<file path="config.mk">
export PLATFORM = sky130hd
export DESIGN_NAME = sflash_core
export DESIGN_NICKNAME = d
export VERILOG_FILES = /design/src/sflash_pkg.sv /design/src/sflash_core.sv
export VERILOG_INCLUDE_DIRS = /design/src
export SDC_FILE = /design/constraint.sdc
export NUM_CORES = 1
export LEC_CHECK = 0
export BUFFER_PORTS_ARGS = -buffer_cell sky130_fd_sc_hd__buf_2
export CORE_MARGIN = 1.5
export CORE_UTILIZATION = 52
export DETAILED_ROUTE_END_ITERATION = 12
export PLACE_DENSITY = 0.72
export SETUP_SLACK_MARGIN = 0.4
export SKIP_LAST_GASP = 1
export SYNTH_ARGS = -nofsm -noshare
export SYNTH_HDL_FRONTEND = slang
export SYNTH_SLANG_ARGS = --single-unit
</file>
<file path="constraint.sdc">
create_clock -name clk_sys -period 11.8 [get_ports clk_sys]
set_input_delay 2.95 -clock clk_sys [delete_from_list [all_inputs] [get_ports clk_sys]]
set_output_delay 2.95 -clock clk_sys [all_outputs]
set_load 0.02 [all_outputs]
</file>
<file path="src/sflash_defs.svh">
`ifndef SFLASH_DEFS_SVH
`define SFLASH_DEFS_SVH

// instruction codes
`define OP_WRITE_ENABLE 8'h06
`define OP_WRITE_DISABLE 8'h04
`define OP_STATUS_READ 8'h05
`define OP_STATUS_WRITE 8'h01
`define OP_READ 8'h03
`define OP_FAST_READ 8'h0B

// status byte bit positions
`define SB_PROGRESS 0
`define SB_WR_EN 1
`define ST_BP_LO 2
`define ST_BP_HI 4
`define SB_WR_LOCK 7

// serial framing
`define BITS_PER_BYTE 3'h7
`define ADDR_BYTES 2'h2
`define FRAME_BITS_ONE 5'h08
`define FRAME_BITS_TWO 5'h10
`define FRAME_BITS_MAX 5'h1F

// timing
`define CLK_PERIOD_NS 8
`define T_STATUS_WRITE_NS 5000

// reset values
`define BP_RESET 3'h0
`define BYTE_ZERO 8'h00

`endif

</file>
<file path="src/sflash_pkg.sv">
`default_nettype none
`include "sflash_defs.svh"

package sflash_pkg;

  typedef enum logic [2:0] {
    ST_IDLE = 3'h0,
    ST_CMD = 3'h1,
    ST_ADDR = 3'h3,
    ST_DUMMY = 3'h2,
    ST_RD_OUT = 3'h6,
    ST_STAT_OUT = 3'h7,
    ST_WR_DATA = 3'h5,
    ST_IGNORE = 3'h4
  } spi_state_e;

  typedef struct packed {
    logic wr_lock;
    logic [1:0] zero;
    logic [2:0] bp;
    logic wr_en;
    logic in_progress;
  } status_s;

endpackage
`default_nettype wire

</file>
<file path="src/sflash_core.sv">
// Summary of operation
// status write only accepted when write enable latch was set earlier
// host sends status write opcode then one data byte after chip select falls
// status write never changes bits 6, 5, 1 and 0
// bits 6 and 5 always read as zero
// status write discarded unless chip select rises right after the data byte
// accepted status write starts timed cycle; progress flag high during it
// status reads still answered while the write cycle runs
// write enable latch cleared when the write cycle completes
// accepted status write updates block protect bits and write disable bit
// write disable bit low: writes allowed with latch set, any protect pin level
// write disable bit high, protect pin high: writes allowed with latch set
// write disable bit high, protect pin low: hardware protected, writes rejected
// hardware protection entered by whichever of bit or pin comes last
// hardware protection left only by raising the protect pin
// protected region refused program and erase in both protection modes
// read takes 24-bit address on rising edges, data out on falling edges
// reads start anywhere; address increments after every data byte
// address wraps to zero after the highest array location
// chip select rising during output stops driving and ends the read
// reads rejected while any write, program or erase cycle runs
// fast read waits one dummy byte before data output
// fast read ignores the four upper address bits
// everything travels most significant bit first
// progress flag is one during any write, program or erase cycle
// rejected status write leaves status and latch unchanged
`timescale 1ns/1ps
`default_nettype none
`include "sflash_defs.svh"

module sflash_fifo #(
  parameter int WIDTH = 8,
  parameter int DEPTH = 8
) (
  input wire logic clk_sys,
  input wire logic rst_n,
  input wire logic flush,
  input wire logic in_valid,
  output logic in_ready,
  input wire logic [WIDTH-1:0] in_data,
  output logic out_valid,
  input wire logic out_ready,
  output logic [WIDTH-1:0] out_data
);
  localparam int AW = $clog2(DEPTH);
  logic [WIDTH-1:0] mem_q [DEPTH];
  logic [AW:0] wr_q;
  logic [AW:0] rd_q;
  logic push;
  logic pop;

  assign in_ready = (wr_q[AW] == rd_q[AW]) || (wr_q[AW-1:0] != rd_q[AW-1:0]);
  assign out_valid = (wr_q != rd_q);
  assign out_data = mem_q[rd_q[AW-1:0]];
  assign push = in_valid && in_ready;
  assign pop = out_valid && out_ready;

  always_ff @(posedge clk_sys) begin
    if (push) begin
      mem_q[wr_q[AW-1:0]] <= in_data;
    end
  end

  always_ff @(posedge clk_sys or negedge rst_n) begin
    if (!rst_n) begin
      wr_q <= '0;
      rd_q <= '0;
    end else if (flush) begin
      wr_q <= '0;
      rd_q <= '0;
    end else begin
      if (push) begin
        wr_q <= wr_q + 1'b1;
      end
      if (pop) begin
        rd_q <= rd_q + 1'b1;
      end
    end
  end
endmodule

module sflash_core
  import sflash_pkg::*;
#(
  parameter int ADDR_W = 20,
  parameter int FIFO_DEPTH = 8,
  parameter int T_W_NS = `T_STATUS_WRITE_NS
) (
  input wire logic clk_sys,
  input wire logic resetn,
  input wire logic spi_cs_n,
  input wire logic spi_sck,
  input wire logic spi_mosi,
  input wire logic wp_n,
  output logic spi_miso,
  output logic spi_miso_oe,
  output logic array_rd_en,
  output logic [ADDR_W-1:0] array_rd_addr,
  input wire logic [7:0] array_rd_data,
  input wire logic ext_cycle_busy,
  output status_s status,
  output logic hardware_protected_mode,
  output logic software_protected_mode
);
  localparam int WCYC = (T_W_NS + `CLK_PERIOD_NS - 1) / `CLK_PERIOD_NS;
  localparam int WCW = $clog2(WCYC + 1);
  localparam logic [WCW-1:0] WCYC_LAST = WCW'(WCYC - 1);

  logic rst_s1_q;
  logic rst_n_q;
  logic [2:0] cs_q;
  logic [2:0] sck_q;
  logic [1:0] mosi_q;
  logic [1:0] wp_q;
  logic cs_rise;
  logic cs_fall;
  logic sck_rise;
  logic sck_fall;
  logic mosi_in;
  logic wp_in;

  spi_state_e state_q;
  logic [2:0] bit_q;
  logic [1:0] abyte_q;
  logic [4:0] frame_bits_q;
  logic [7:0] shift_q;
  logic [7:0] cmd_q;
  logic [7:0] wdata_q;
  logic [23:0] addr_q;
  logic fast_q;
  logic [7:0] byte_in;
  logic byte_done;
  logic fetch_start;

  logic wr_lock_q;
  logic [2:0] bp_q;
  logic wr_en_q;
  logic wr_busy_q;
  logic [WCW-1:0] wcnt_q;
  logic busy;
  logic hw_lock;
  status_s stat_now;

  logic [2:0] out_cnt_q;
  logic [6:0] out_sh_q;
  logic [7:0] out_byte;
  logic pop;

  logic fetch_on_q;
  logic [ADDR_W-1:0] fetch_addr_q;
  logic rd_ret_q;
  logic fifo_in_ready;
  logic fifo_out_valid;
  logic [7:0] fifo_out_data;

  // reset release
  always_ff @(posedge clk_sys or negedge resetn) begin
    if (!resetn) begin
      rst_s1_q <= 1'b0;
      rst_n_q <= 1'b0;
    end else begin
      rst_s1_q <= 1'b1;
      rst_n_q <= rst_s1_q;
    end
  end

  // pin synchronisers; third stage only for edge finding
  always_ff @(posedge clk_sys or negedge rst_n_q) begin
    if (!rst_n_q) begin
      cs_q <= 3'h7;
      sck_q <= 3'h0;
      mosi_q <= 2'h0;
      wp_q <= 2'h3;
    end else begin
      cs_q <= {cs_q[1:0], spi_cs_n};
      sck_q <= {sck_q[1:0], spi_sck};
      mosi_q <= {mosi_q[0], spi_mosi};
      wp_q <= {wp_q[0], wp_n};
    end
  end

  assign cs_rise = cs_q[1] && !cs_q[2];
  assign cs_fall = !cs_q[1] && cs_q[2];
  assign sck_rise = sck_q[1] && !sck_q[2] && !cs_q[1];
  assign sck_fall = !sck_q[1] && sck_q[2] && !cs_q[1];
  assign mosi_in = mosi_q[1];
  assign wp_in = wp_q[1];

  assign byte_in = {shift_q[6:0], mosi_in};
  assign byte_done = sck_rise && (bit_q == `BITS_PER_BYTE);
  assign fetch_start = byte_done && (state_q == ST_ADDR) && (abyte_q == `ADDR_BYTES);

  assign busy = wr_busy_q || ext_cycle_busy;
  assign hw_lock = wr_lock_q && !wp_in;

  always_comb begin
    stat_now = '0;
    stat_now.wr_lock = wr_lock_q;
    stat_now.zero = 2'h0;
    stat_now.bp = bp_q;
    stat_now.wr_en = wr_en_q;
    stat_now.in_progress = busy;
  end

  // serial input framing
  always_ff @(posedge clk_sys or negedge rst_n_q) begin
    if (!rst_n_q) begin
      state_q <= ST_IDLE;
      bit_q <= 3'h0;
      abyte_q <= 2'h0;
      frame_bits_q <= 5'h00;
      shift_q <= `BYTE_ZERO;
      cmd_q <= `BYTE_ZERO;
      wdata_q <= `BYTE_ZERO;
      addr_q <= 24'h000000;
      fast_q <= 1'b0;
    end else if (cs_q[1]) begin
      state_q <= ST_IDLE;
    end else if (cs_fall) begin
      state_q <= ST_CMD;
      bit_q <= 3'h0;
      abyte_q <= 2'h0;
      frame_bits_q <= 5'h00;
    end else if (sck_rise) begin
      shift_q <= byte_in;
      bit_q <= bit_q + 3'h1;
      if (frame_bits_q != `FRAME_BITS_MAX) begin
        frame_bits_q <= frame_bits_q + 5'h01;
      end
      if (state_q == ST_ADDR) begin
        addr_q <= {addr_q[22:0], mosi_in};
      end
      if (byte_done) begin
        unique case (state_q)
          ST_CMD: begin
            cmd_q <= byte_in;
            unique case (byte_in)
              `OP_STATUS_READ: state_q <= ST_STAT_OUT;
              `OP_STATUS_WRITE: state_q <= ST_WR_DATA;
              `OP_READ, `OP_FAST_READ: begin
                fast_q <= (byte_in == `OP_FAST_READ);
                state_q <= busy ? ST_IGNORE : ST_ADDR;
              end
              default: state_q <= ST_IGNORE;
            endcase
          end
          ST_ADDR: begin
            abyte_q <= abyte_q + 2'h1;
            if (abyte_q == `ADDR_BYTES) begin
              state_q <= fast_q ? ST_DUMMY : ST_RD_OUT;
            end
          end
          ST_DUMMY: state_q <= ST_RD_OUT;
          ST_WR_DATA: begin
            wdata_q <= byte_in;
            state_q <= ST_IGNORE;
          end
          ST_IDLE, ST_RD_OUT, ST_STAT_OUT, ST_IGNORE: state_q <= state_q;
        endcase
      end
    end
  end

  // status register, latch and self-timed write cycle
  always_ff @(posedge clk_sys or negedge rst_n_q) begin
    if (!rst_n_q) begin
      wr_lock_q <= 1'b0;
      bp_q <= `BP_RESET;
      wr_en_q <= 1'b0;
      wr_busy_q <= 1'b0;
      wcnt_q <= '0;
    end else begin
      if (wr_busy_q) begin
        if (wcnt_q == '0) begin
          wr_busy_q <= 1'b0;
          wr_en_q <= 1'b0;
        end else begin
          wcnt_q <= wcnt_q - 1'b1;
        end
      end else if (cs_rise && !ext_cycle_busy) begin
        // rejected frames fall through and touch nothing
        if (cmd_q == `OP_WRITE_ENABLE && frame_bits_q == `FRAME_BITS_ONE) begin
          wr_en_q <= 1'b1;
        end else if (cmd_q == `OP_WRITE_DISABLE && frame_bits_q == `FRAME_BITS_ONE) begin
          wr_en_q <= 1'b0;
        end else if (cmd_q == `OP_STATUS_WRITE && frame_bits_q == `FRAME_BITS_TWO
                     && wr_en_q && !hw_lock) begin
          wr_lock_q <= wdata_q[`SB_WR_LOCK];
          bp_q <= wdata_q[`ST_BP_HI:`ST_BP_LO];
          wr_busy_q <= 1'b1;
          wcnt_q <= WCYC_LAST;
        end
      end
    end
  end

  // exported protection state for the program and erase logic
  always_ff @(posedge clk_sys or negedge rst_n_q) begin
    if (!rst_n_q) begin
      status <= '0;
      hardware_protected_mode <= 1'b0;
      software_protected_mode <= 1'b1;
    end else begin
      status <= stat_now;
      hardware_protected_mode <= hw_lock;
      software_protected_mode <= !hw_lock;
    end
  end

  // serial output on falling clock edges
  assign pop = sck_fall && (state_q == ST_RD_OUT) && (out_cnt_q == 3'h0);
  // empty fifo shifts zeros; only reached if sck falls before the first array read returns
  assign out_byte = (state_q == ST_RD_OUT) ? (fifo_out_valid ? fifo_out_data : `BYTE_ZERO) : stat_now;

  always_ff @(posedge clk_sys or negedge rst_n_q) begin
    if (!rst_n_q) begin
      spi_miso <= 1'b0;
      spi_miso_oe <= 1'b0;
      out_cnt_q <= 3'h0;
      out_sh_q <= 7'h00;
    end else if (cs_q[1]) begin
      spi_miso_oe <= 1'b0;
      out_cnt_q <= 3'h0;
    end else if (sck_fall && (state_q == ST_RD_OUT || state_q == ST_STAT_OUT)) begin
      spi_miso_oe <= 1'b1;
      out_cnt_q <= out_cnt_q + 3'h1;
      if (out_cnt_q == 3'h0) begin
        spi_miso <= out_byte[7];
        out_sh_q <= out_byte[6:0];
      end else begin
        spi_miso <= out_sh_q[6];
        out_sh_q <= {out_sh_q[5:0], 1'b0};
      end
    end
  end

  // array prefetch; one read in flight keeps fifo room honest
  always_ff @(posedge clk_sys or negedge rst_n_q) begin
    if (!rst_n_q) begin
      fetch_on_q <= 1'b0;
      fetch_addr_q <= '0;
      array_rd_en <= 1'b0;
      array_rd_addr <= '0;
      rd_ret_q <= 1'b0;
    end else if (fetch_start) begin
      fetch_on_q <= 1'b1;
      fetch_addr_q <= byte_in[0] ? {addr_q[ADDR_W-2:0], 1'b1} : {addr_q[ADDR_W-2:0], 1'b0};
      array_rd_en <= 1'b0;
      rd_ret_q <= 1'b0;
    end else if (cs_q[1]) begin
      fetch_on_q <= 1'b0;
      array_rd_en <= 1'b0;
      rd_ret_q <= 1'b0;
    end else begin
      rd_ret_q <= array_rd_en;
      array_rd_en <= 1'b0;
      if (fetch_on_q && fifo_in_ready && !array_rd_en && !rd_ret_q) begin
        array_rd_en <= 1'b1;
        array_rd_addr <= fetch_addr_q;
        fetch_addr_q <= fetch_addr_q + 1'b1;
      end
    end
  end

  sflash_fifo #(
    .WIDTH(8),
    .DEPTH(FIFO_DEPTH)
  ) u_fifo (
    .clk_sys(clk_sys),
    .rst_n(rst_n_q),
    .flush(fetch_start || cs_q[1]),
    .in_valid(rd_ret_q && fetch_on_q),
    .in_ready(fifo_in_ready),
    .in_data(array_rd_data),
    .out_valid(fifo_out_valid),
    .out_ready(pop),
    .out_data(fifo_out_data)
  );
endmodule
`default_nettype wire

</file>
# Word-level counts from Yosys, hierarchy flattened
# Memory sizes are Yosys's and may differ from the RTL's.
# Cells that the tools add are included.
# W data, S select, Z words.
[op_classes]
addsub = 8
n_mul = 0
div_mod_pow = 0
n_lt_le_gt_ge = 0
n_eq_ne = 29
shifts = 0
muxes = 60
bitwise = 6
n_reduce_logical = 72
[op_table]
columns = ["operator", "count"]
rows = [
  ["$mux W10", 6],
  ["$mux W20", 3],
  ["$mux W3", 11],
  ["$logic_and A1 B1 Y1", 25],
  ["$eq A8 B3 Y1 const B", 3],
  ["$mux W1", 24],
  ["$reduce_bool A2 Y1", 11],
  ["$add A20 B1 Y20 const B", 1],
  ["$reduce_and A5 Y1", 4],
  ["$eq A8 B1 Y1 const B", 2],
  ["$mux W4", 4],
  ["$mux W8", 2],
  ["$eq A3 B3 Y1 const B", 5],
  ["$mux W5", 3],
  ["$pmux W3 S4", 1],
  ["$reduce_and A3 Y1", 4],
  ["$reduce_and A4 Y1", 3],
  ["$logic_not A10 Y1", 1],
  ["$sub A10 B1 Y10 const B", 1],
  ["$logic_not A1 Y1", 9],
  ["$pmux W3 S3", 1],
  ["$reduce_bool A3 Y1", 3],
  ["$add A4 B1 Y4 const B", 2],
  ["$eq A8 B2 Y1 const B", 1],
  ["other kinds (26)", 45],
]
[word_totals]
register_bits = 155
latch_bits = 0
ramBits = 64
rom_bits = 0
inputBits = 15
word_cells = 213
memories = 1
[mem_list]
columns = ["name", "words", "word_bits", "read_ports", "rd_clocked_by_memory_dff", "wr", "line", "source"]
rows = [
  ["u_fifo.mem_q", 8, 8, 1, 0, 1, "sflash_core.sv:46", "logic [WIDTH-1:0] mem_q [DEPTH];"],
]

# Logic depth before layout (Yosys ltp)
# Gate-level depths: netlist of the first run.
[logic_depth]
depth_word = 9
ltp_mapped = 8

# Hierarchy
# A second synthesis of the first run with hierarchy kept.
[unflattened]
cells_unflattened = 697
hier_area_um2 = 9346.5
[by_module_without_submodules]
columns = ["module", "n_inst", "cells_each", "area_per_inst_um2", "seq_area_each_um2"]
rows = [
  ["sflash_core", 1, 526, 6242.2, 3585.9],
  ["sflash_fifo", 1, 171, 3104.2, 2122.0],
]

# Least setup slack after synthesis of the first run
# Ideal clock, no wire load.
[synth_path]
path_type = "input to register"
from = "in ext_cycle_busy"
to = "reg bp_q[2]"
setup_time_ns = 0.125
arrival_ns = 4.270
t_required_ns = 11.675
path_slack_ns = 7.406
stages = 5
cell_sequence = "nor4b_1 and4b_1 and4_1 clkbuf_1 mux2_2"
[synth_between]
elab_chain_cells = 3
[synth_rtl]
columns = ["element", "line", "source"]
rows = [
  ["start: declaration", "sflash_core.sv:100", "input wire logic ext_cycle_busy,"],
  ["$logic_not A1 Y1", "sflash_core.sv:280", "end else if (cs_rise && !ext_cycle_busy) begin"],
  ["$logic_and A1 B1 Y1", "sflash_core.sv:280", ""],
  ["$reduce_and A5 Y1 (no source line)", "-", ""],
  ["end signal: assignment", "sflash_core.sv:268", "bp_q <= `BP_RESET;"],
  ["end signal: assignment", "sflash_core.sv:289", "bp_q <= wdata_q[`ST_BP_HI:`ST_BP_LO];"],
  ["end: declaration", "sflash_core.sv:136", "logic [2:0] bp_q;"],
]
# No other way between the ends.
# A chain may end at the register's enable or synchronous reset.

# Worst setup path after layout of the first run
[layout_path]
from = "reg software_protected_mode"
to = "out software_protected_mode"
[layout_lines]
columns = ["element", "line", "source"]
rows = [
  ["start: declaration", "sflash_core.sv:103", "output logic software_protected_mode"],
  ["start signal: assignment", "sflash_core.sv:306", "software_protected_mode <= !hw_lock;"],
]
# No word-level cell between the ends.

==> results of run 1 <==
[cell type report]
cell class | count | area share
multi-input cells | 426 | 0.318
inverters | 18 | 0.00652
well taps | 225 | 0.0272
clock buffers | 27 | 0.0589
flip-flops and latches | 215 | 0.551
clock inverters | 15 | 0.0129
repair buffers | 50 | 0.0253
[where the power goes]
part           internal, mW  switching, mW
clock                 0.415          0.288
combinational        0.0318         0.0490
sequential            0.792         0.0294
[cell usage after synthesis, drive strengths merged (4+ instances only)]
master  count  area, um2
a21oi       7       35.0
a221oi      5       43.8
a41oi       4       35.0
and3        6       37.5
buf        14       95.1
clkbuf     17       63.8
dfrtp     145       3630
dfstp       6        158
edfxtp     64       1920
ha         13        163
inv        18       67.6
mux2       70        788
mux2i       4       40.0
mux4       16        360
nand2      52        195
nand2b     11       68.8
nand3      10       50.1
nand4      19        119
nor2       53        215
nor2b       5       31.3
nor3       16       80.1
nor3b       7       57.6
nor4        6       52.6
o21ai      32        160
or3         5       31.3
xnor2      16        140
xor2       28        245
[state kept, by name (all words and copies together) (netlist names), 3 cells and up]
register / count
bit_q: 3
wcnt_q: 10
cmd_q: 8
u_fifo.wr_q: 4
u_fifo.mem_q: 64
out_cnt_q: 3
shift_q: 7
u_fifo.rd_q: 4
array_rd_addr: 20
state_q: 3
bp_q: 3
out_sh_q: 7
cs_q: 3
addr_q: 19
sck_q: 3
fetch_addr_q: 20
wdata_q: 4
frame_bits_q: 5
status: 6
[routing by layer]
metal | track usage | vias to the layer above
li1 | - | 2578
met1 | 0.273 | 2856
met2 | 0.331 | 92
met3 | 0.0321 | 27
met4 | 0.0591 | 0
met5 | 0 | -
[cell families (layout without fill, tap and decap cells)]
family	count (synthesis)	in the layout	share of synthesized area
flip-flops	215	215	0.619
AND/OR/NAND/NOR	211	211	0.122
multiplexers	90	90	0.129
AO/OA/AOI/OAI	65	65	0.0456
buffers and inverters	49	110	0.0245
XOR/XNOR	44	44	0.0418
adder cells (fa/ha/maj)	13	13	0.0176
other	2	3	0.000814
[per-stage QoR]
| stage | setup slack [ps] | utilization | power [mW] | hold slack, ps | cell area, um2 |
|---|---|---|---|---|---|
| after floorplan | 7290 | - | 0.885 | 331 | 9230 |
| after global routing | 7600 | 0.599 | 1.66 | 357 | 10400 |
| after global placement | 7260 | 0.556 | 0.912 | 336 | 9620 |
| after detailed placement | 7210 | 0.556 | 0.918 | 340 | 9620 |
| after CTS | 7680 | 0.599 | 1.62 | 353 | 10400 |
| final | 7700 | 0.599 | 1.60 | 350 | 10400 |
[worst paths after layout]
check / slack, ps / depth (start not counted) / end / start
worst max-delay path: 7700 / 1 / software_protected_mode / software_protected_mode$_DFF_PN1_
worst min-delay path: 350 / 0 / rst_n_q$_DFF_PN0_ / rst_s1_q$_DFF_PN0_
worst max register to register: 8710 / 4 / u_fifo.mem_q[1][2]$_DFFE_PP_ / u_fifo.rd_q[1]$_DFFE_PN0P_
worst min register to register: 350 / 0 / rst_n_q$_DFF_PN0_ / rst_s1_q$_DFF_PN0_
max in group asynchronous: 9480 / 1 / rst_n_q$_DFF_PN0_ / resetn
min in group asynchronous: 460 / 0 / fetch_addr_q[14]$_DFFE_PN0P_ / rst_n_q$_DFF_PN0_
==> metrics, run 1 <==
RSZ-0062 raised after global routing=false; LEAKAGE=4.27 nW; IO Count=48; Setup Skew=13.4 ps; global-route wire length before repair=29.2 mm; largest net degree at the start of global routing=82; die area=18600 um2; Final Wtd Congestion=0.834; share of cells above drive strength 1=0.249; Synth warnings=0; crit path buf inv count=1; post-synthesis sequential area ratio=0.619; Initial DRC Count=305; EDFF count, synth=64; FF+latch count, synth=215; IO buf count=45; Core ar.=17300 um2; outcome=complete, no violations; Post-Syn Instances=689; Post-CTS Setup Bufs=0; Die Width=136 um; CTS Sinks=215; CTS tree=yes; nets=762; vias in the first global route=5853; Setup CP Type=flip-flop to primary output; Cell Rows=48; Post-CTS Resized=0; synthesized area=9230 um2; Netlist cell types=59; Max Cap Viol=0; Worst Hold Class=flip-flop to flip-flop; Pwr per Cell Area=155 nW/um2; n_diodes=0; asr flop ratio synth=0.702; M1 WL=7.87 mm; count of hold-fix buffers inserted at cts=0; IR drop worst, VDD=123 uV; final setup violation count=0; DR top layer=met4; Clk pin slew, worst setup/hold paths=60 ps; DR vias=5553; Die Y=136 um; root buf cell=clkbuf_16; most common cell after layout, fill and taps aside=dfrtp_1; antenna violations before repair=0; leading cell types in the layout, fill and taps excluded=144 x dfrtp_1, 69 x mux2_2, 64 x edfxtp_1, 52 x nand2_1, 51 x nor2_1; WL per Instance=17.9 um; Final min period=4100 ps; relative slew slack=0.258; CP max stage cell=dfstp_2; Clock Tree Buf Depth=3; setup_tns=0 ps; crit path DAT=1150 ps; Vias/cell=5.69; CP Launch Type=flip-flop; final worst path period share=0.348; Final Instance Count excl. Fillers=976; Final Max Slew Viols=0; Register Area=5710 um2; synthesized area per cell=13.4 um2; DR DRC count=0; Cell Count Post-Placement=934; area taken by multi-input logic gates=3300 um2; ys flop type=dfrtp_1; DR WL met3=557 um; starting density of the core=0.533; area delta synth->final=12.4%; Inserted Clock Buffers=23; CP delay by family, top=flip-flops; Total GRT Usage=0.199; actual slew at the worst max-slew pin=1100 ps; Filler cells=1356; total gr overflow=0; Critical Path, Cell by Cell=buf_2; Pre-Repair DR Iteration Count=4; worst-skew pair later-pin latency=510 ps; Max Clock Freq=244 MHz; hpwl dp=11.7 mm; CP Max Fanout=1; antenna viol nets, final=0; Total Wirelength=17.5 mm; slowest cell delay on critical path=510 ps; CP Capture Type=primary output; CTS H-Tree Depth=1; Critical Path RT=8850 ps; Final Hold Viols=0; wire length on met2=8.70 mm
(Power assumes the default switching activity.)
==> run 2, diff against run 1 <==
- PLACE_DENSITY: 0.72 -> 0.75
- clock period: 11.8 -> 3.5 ns (I/O delays scaled with it)
==> run 2 against run 1 <==
  * Via count shrank 0.36%
  * Power grew to 3.3 times the previous value
  * Largest cell class unchanged
  * Core utilization shrank 0.11 points
  * Flip-flop and latch count is the same
  * Clock-buffer cell count grew 6
  * Combinational power grew to 3.4 times the previous value
  * Die area is the same
==> metrics, run 2 (synthesis results as in run 1) <==
outcome=complete, no violations (unchanged); RSZ-0062 raised after global routing=false (unchanged); internal power=4.05 mW (was 1.24 mW); DR vias=5533 (was 5553); CP Max Fanout=12 (was 1); n_diodes=0 (unchanged); Initial DRC Count=379 (was 305); Vias/cell=5.65 (was 5.69); M1 GR Usage=0.263 (was 0.273); Clk pin slew, worst setup/hold paths=60 ps (about the same); nets=766 (was 762); Final Hold Viols=0 (unchanged); vias in the first global route=5744 (was 5853); IR drop worst, VDD=372 uV (was 123 uV); antenna viol nets, final=0 (unchanged); WL per Instance=17.9 um (about the same); Final Total Pwr=5.26 mW (was 1.60 mW); Setup Skew=18.4 ps (was 13.4 ps); antenna violations before repair=0 (unchanged); CTS H-Tree Depth=1 (unchanged); worst-skew pair later-pin latency=500 ps (was 510 ps); most common cell after layout, fill and taps aside=dfrtp_1 (unchanged); Critical Path RT=3620 ps (was 8850 ps); final setup violation count=0 (unchanged); Post-CTS Resized=0 (unchanged); grt peak-use layer=met2 (unchanged); actual slew at the worst max-slew pin=959 ps (was 1100 ps); Clk pwr share=0.419 (was 0.438); die area=18600 um2 (unchanged); IO buf count=45 (unchanged); share of cells above drive strength 1=0.245 (was 0.249); Max Cap Viol=0 (unchanged); Combinational Power Share=0.053 (was 0.050); leading cell types in the layout, fill and taps excluded=144 x dfrtp_1, 69 x mux2_2, 64 x edfxtp_1, 52 x nor2_1, 52 x nand2_1 (was 144 x dfrtp_1, 69 x mux2_2, 64 x edfxtp_1, 52 x nand2_1, 51 x nor2_1); Final Max Slew Viols=0 (unchanged); area delta synth->final=12.2% (was 12.4%); Cell Rows=48 (unchanged); Seq pwr share=0.528 (was 0.512); Pwr per Cell Area=508 nW/um2 (was 155 nW/um2); count of hold-fix buffers inserted at cts=0 (unchanged); IO Count=48 (unchanged); hpwl dp=11.8 mm (was 11.7 mm); Die Y=136 um (unchanged); Total Wirelength=17.5 mm (about the same); Sw Share=0.229 (was 0.228); met2 usage=0.334 (was 0.331); CP Capture Type=flip-flop (was primary output); relative slew slack=0.361 (was 0.258); Worst Hold Class=input pin to asynchronous set/reset pin (was flip-flop to flip-flop); Max Clock Freq=391 MHz; CP Launch Type=flip-flop (unchanged); global-route wire length before repair=28.8 mm (was 29.2 mm); Inserted Clock Buffers=23 (unchanged); GRT met3 Usage=0.0317 (was 0.0321); starting density of the core=0.533 (unchanged); Filler cells=1344 (was 1356); Core ar.=17300 um2 (unchanged); Final min period=2560 ps; final worst path period share=0.732; setup_tns=0 ps (unchanged); Total GRT Usage=0.196 (was 0.199); CTS tree=yes (unchanged); total gr overflow=0 (unchanged); setup slack, reg-to-reg=940 ps (was 8710 ps); Clock Tree Buf Depth=3 (unchanged); root buf cell=clkbuf_16 (unchanged); Pre-Repair DR Iteration Count=5 (was 4); Post-CTS Setup Bufs=0 (unchanged); Final Wtd Congestion=0.795 (was 0.834); sw power=1.20 mW (was 0.366 mW); largest net degree at the start of global routing=74 (was 82); max reg flops=64 (unchanged); Setup CP Type=flip-flop to flip-flop (was flip-flop to primary output); Die Width=136 um (unchanged); CTS Sinks=215 (unchanged); crit path DAT=2680 ps (was 1150 ps); DR DRC count=0 (unchanged); LEAKAGE=4.27 nW (about the same); post-layout util=0.598 (was 0.599)
## run 2: cell types whose count changed in the layout (fill, tap and decap cells not counted), moves of 2 or more
| cell | previous run | this run |
|---|---|---|
| clkbuf_1 | 2 | 7 |
| buf_4 | 5 | 8 |
| clkinvlp_4 | 3 | 0 |
| bufinv_16 | 2 | 0 |
## run 2: area by class of cell
cell class	instances	area, um2	share of cell area
Inverter	18	67.6	0.00653
Multi-Input combinational cell	426	3300	0.319
Clock buffer	33	643	0.0622
Timing Repair Buffer	54	305	0.0295
Sequential cell	215	5710	0.552
Clock inverter	8	42.5	0.00411
Tap cell	225	282	0.0272
## run 2: routing by layer
metal	part of all wire	vias to the layer above	wire length, um
met4	0.021	0	368
met2	0.51	139	8970
li1	-	2583	-
met5	0	-	0
met1	0.43	2779	7520
met3	0.039	32	677
## run 2: worst paths after layout
check | end | startpoint | depth (start not counted)
worst max-delay path | u_fifo.mem_q[3][5]$_DFFE_PP_ | u_fifo.rd_q[2]$_DFFE_PN0P_ | 4
worst min-delay path | rst_s1_q$_DFF_PN0_ | resetn | 1
min in group clk_sys | wp_q[1]$_DFF_PN1_ | wp_q[0]$_DFF_PN1_ | 0
worst min register to register | wp_q[1]$_DFF_PN1_ | wp_q[0]$_DFF_PN1_ | 0
max in group asynchronous | fetch_addr_q[8]$_DFFE_PN0P_ | rst_n_q$_DFF_PN0_ | 1
worst max register to register | u_fifo.mem_q[3][5]$_DFFE_PP_ | u_fifo.rd_q[2]$_DFFE_PN0P_ | 4
## run 2: through the flow
stage               instances  setup WS, ps  hold WS, ps  cell area, um2
finish                    979           939          161           10300
global route              979           705          145           10300
CTS                       979           925          145           10300
detailed placement        938           927          340            9660
global placement          938          1020          333            9660
floorplan                 690          1000          331            9230
## run 2: power groups by stage
stage | combinational [mW] | sequential, mW | clock, mW
after floorplan | 0.153 | 2.83 | 0
after global placement | 0.264 | 2.82 | 0
after detailed placement | 0.277 | 2.82 | 0
after CTS | 0.280 | 2.78 | 2.24
after global routing | 0.306 | 2.79 | 2.36
final | 0.278 | 2.78 | 2.20
## run 2: critical path: stages (launching register included)
cell,delay (ps)
dfrtp_1,650
xnor2_1,190
a41oi_1,530
nand2b_1,210
nor2_1,610
==> run 3, diff against run 2 <==
- ABC_AREA: default -> 1
- PLACE_DENSITY: 0.75 -> 0.72
- clock period: 3.5 -> 2.5 ns (I/O delays scaled with it)
==> run 3 against run 2 <==
  * Power rose by 47%
  * Flip-flop and latch count did not move
  * Register-to-register slack got worse by 440 ps
  * Largest cell class unchanged
  * Worst setup slack got worse by 440 ps
  * Sequential power rose by 33%
  * Combinational power fell by 25%
  * Clock power rose by 75%
  * Clock skew fell by 11 ps
  * Synthesized area rose by 8.5%
  * Hold slack improved by 53 ps
  * Highest routed layer unchanged
==> metrics, run 3 <==
Clock Tree Buf Depth=3 (unchanged); Cell Rows=50 (was 48); Final min period=2000 ps (was 2560 ps); Pwr per Cell Area=679 nW/um2 (was 508 nW/um2); Max Cap Viol=0 (unchanged); LEAKAGE=5.53 nW (was 4.27 nW); Die Y=142 um (was 136 um); Final Hold Slack=215 ps (was 161 ps); Filler cells=1616 (was 1344); root buf cell=clkbuf_16 (unchanged); Vias/cell=5.21 (was 5.65); antenna viol nets, final=0 (unchanged); crit path DAT=2440 ps (was 2680 ps); Post-Syn Instances=1118 (was 689); CP Launch Type=flip-flop (unchanged); post-layout util=0.608 (was 0.598); worst slack at placement=456 ps (was 927 ps); vias in the first global route=6998 (was 5744); Inserted Clock Buffers=24 (was 23); worst-skew pair later-pin latency=510 ps (was 500 ps); Netlist cell types=43 (was 59); Die Width=142 um (was 136 um); R2R cell count=10 (was 4); DR DRC count=0 (unchanged); Total Wirelength=21.0 mm (was 17.5 mm); die area=20100 um2 (was 18600 um2); setup slack, reg-to-reg=500 ps (was 940 ps); area leader, netlist=dfrtp_1 (unchanged); Post-synth top cells=374 x nand2_1, 145 x dfrtp_1, 116 x nor2_1, 97 x o21ai_0, 83 x inv_1 (was 145 x dfrtp_1, 69 x mux2_2, 64 x edfxtp_1, 52 x nand2_1, 52 x nor2_1); Total GRT Usage=0.212 (was 0.196); Crit Reg-Reg Endpoint=fetch_addr_q[5]$_DFFE_PN0P_ (was u_fifo.mem_q[3][5]$_DFFE_PP_); Yosys top cell area share=0.362 (was 0.393); worst hold path depth=1; ys flop type=dfrtp_1 (unchanged); global-route wire length before repair=34.5 mm (was 28.8 mm); nets=1205 (was 766); starting density of the core=0.533 (about the same); IR drop worst, VDD=495 uV (was 372 uV); CTS tree=yes (unchanged); Pre-Repair DR Iteration Count=7 (was 5); asr flop ratio synth=0.702 (unchanged); Critical Path RT=2940 ps (was 3620 ps); IO buf count=45 (unchanged); dominant cells by area after synthesis=dfrtp_1 36%, edfxtp_1 19%, nand2_1 14% (was dfrtp_1 39%, edfxtp_1 21%, mux2_2 8.4%); Initial DRC Count=445 (was 379); final worst path period share=0.801 (was 0.732); Core ar.=18800 um2 (was 17300 um2); CTS Sinks=215 (unchanged); Worst Slack Setup Final=498 ps (was 939 ps); Setup Skew=7.79 ps (was 18.4 ps); Worst Hold Path EP=cs_q[0]$_DFF_PN1_; leading cell types in the layout, fill and taps excluded=374 x nand2_1, 143 x dfrtp_1, 116 x nor2_1, 97 x o21ai_0, 81 x inv_1 (was 144 x dfrtp_1, 69 x mux2_2, 64 x edfxtp_1, 52 x nor2_1, 52 x nand2_1); setup_tns=0 ps (unchanged); synthesized area=10000 um2 (was 9230 um2); Final Wtd Congestion=0.918 (was 0.795); IO Count=48 (unchanged); EDFF count, synth=64 (unchanged); Finished Cell Area=11400 um2 (was 10300 um2); DR vias=7449 (was 5533); hpwl dp=14.1 mm (was 11.8 mm); post-synthesis sequential area ratio=0.570 (was 0.619); Setup CP Type=flip-flop to flip-flop (unchanged); Final Max Slew Viols=0 (unchanged); Worst Hold Class=input pin to flip-flop (was input pin to asynchronous set/reset pin); most frequent cell after synthesis=nand2_1 (was dfrtp_1); CP Capture Type=flip-flop (unchanged); WL per Instance=14.7 um (was 17.9 um); Clk pin slew, worst setup/hold paths=60 ps (about the same); RSZ-0062 raised after global routing=true (was false); Reg-to-Reg Start=bit_q[0]$_DFFE_PN0P_ (was u_fifo.rd_q[2]$_DFFE_PN0P_); CP Max Fanout=28 (was 12); largest net degree at the start of global routing=58 (was 74); area delta synth->final=14.0% (was 12.2%); outcome=complete, no violations (unchanged); Final Hold Viols=0 (unchanged); n_diodes=0 (unchanged); placed instance area=10400 um2 (was 9660 um2); Synth warnings=0 (unchanged); share of cells above drive strength 1=0.145 (was 0.245); antenna violations before repair=0 (unchanged); synthesized area per cell=8.95 um2 (was 13.4 um2); FF+latch count, synth=215 (unchanged); Worst Min Path Start=spi_cs_n; most common cell after layout, fill and taps aside=nand2_1 (was dfrtp_1); final setup violation count=0 (unchanged); total gr overflow=0 (unchanged); CTS H-Tree Depth=1 (unchanged); Max Clock Freq=500 MHz (was 391 MHz); max reg flops=64 (unchanged)
[run 3: changes by cell type after synthesis, sizes merged, moves of 11 or more]
cell	delta
nand3	+49
buf	+15
nand2	+331
nand2b	-11
o21ai	+89
inv	+75
xor2	-15
mux2	-58
mux4	-16
nor2	+69
xnor2	-11
[run 3: cell families (layout without fill, tap and decap cells)]
kind of cell / after synthesis / after routing / share of synthesized area
muxes: 12 / 12 / 0.0157
other: 2 / 3 / 0.000750
and+or+nand+nor: 588 / 589 / 0.246
xor gates and xnor gates: 18 / 18 / 0.0157
buffers and inverters: 130 / 205 / 0.0610
adders and majority gates: 13 / 13 / 0.0162
DFF: 215 / 215 / 0.570
AOI/OAI and AO/OA: 140 / 140 / 0.0742
[run 3: worst max path at each step]
stage / from / to
2_1_floorplan: u_fifo.rd_q[2]$_DFFE_PN0P_ / u_fifo.mem_q[0][0]$_DFFE_PP_
3_5_place_dp: u_fifo.rd_q[2]$_DFFE_PN0P_ / array_rd_addr[16]$_DFFE_PN0P_
4_1_cts: u_fifo.rd_q[2]$_DFFE_PN0P_ / u_fifo.mem_q[0][5]$_DFFE_PP_
5_1_grt: bit_q[0]$_DFFE_PN0P_ / u_fifo.wr_q[1]$_DFFE_PN0P_
6_report: bit_q[0]$_DFFE_PN0P_ / fetch_addr_q[5]$_DFFE_PN0P_
3_3_place_gp: u_fifo.rd_q[2]$_DFFE_PN0P_ / array_rd_addr[3]$_DFFE_PN0P_
[run 3: where the power goes]
| group | switching, mW | leakage (nW) | internal [mW] |
|---|---|---|---|
| Sequential | 0.0416 | 2.62 | 3.67 |
| Clock | 1.41 | 0.435 | 2.42 |
| Combinational | 0.151 | 2.48 | 0.0564 |
[run 3: layer usage]
layer  track usage  part of all wire
met4        0.0564             0.022
met2         0.365              0.49
met1         0.282              0.45
met3        0.0310             0.040
met5             0                 0
[run 3: metrics by stage]
| stage | power (mW) | instances |
|---|---|---|
| detailed placement | 3.98 | 1380 |
| global route | 8.00 | 1429 |
| CTS | 7.84 | 1425 |
| global placement | 3.98 | 1380 |
| finish | 7.75 | 1429 |
| floorplan | 3.90 | 1119 |
[run 3: critical path: stages (launching register included)]
cell,delay (ps)
dfrtp_1,390
ha_1,220
ha_1,200
inv_1,100
nor2_4,50
nand3_2,90
buf_4,350
nand2_8,170
inv_4,200
nand2_1,80
nand2_1,70
[run 3: timing repair]
action                                 4_1_cts  5_1_grt
endpoints found under the hold margin        2        0
setup endpoints to repair                    0       95
hold buffers                                 1        0
resized for setup                            0        8
buffers inserted                             0        3
[run 3: final cells by class]
cell class                 instances  area (um2)  share of cell area
multi-input combinational        775        3720               0.326
inverter                          94         369              0.0323
timing repair buffer              67         430              0.0377
clock inverter                    13         181              0.0159
clock buffer                      31         709              0.0622
sequential                       215        5710               0.501
tap                              234         293              0.0257
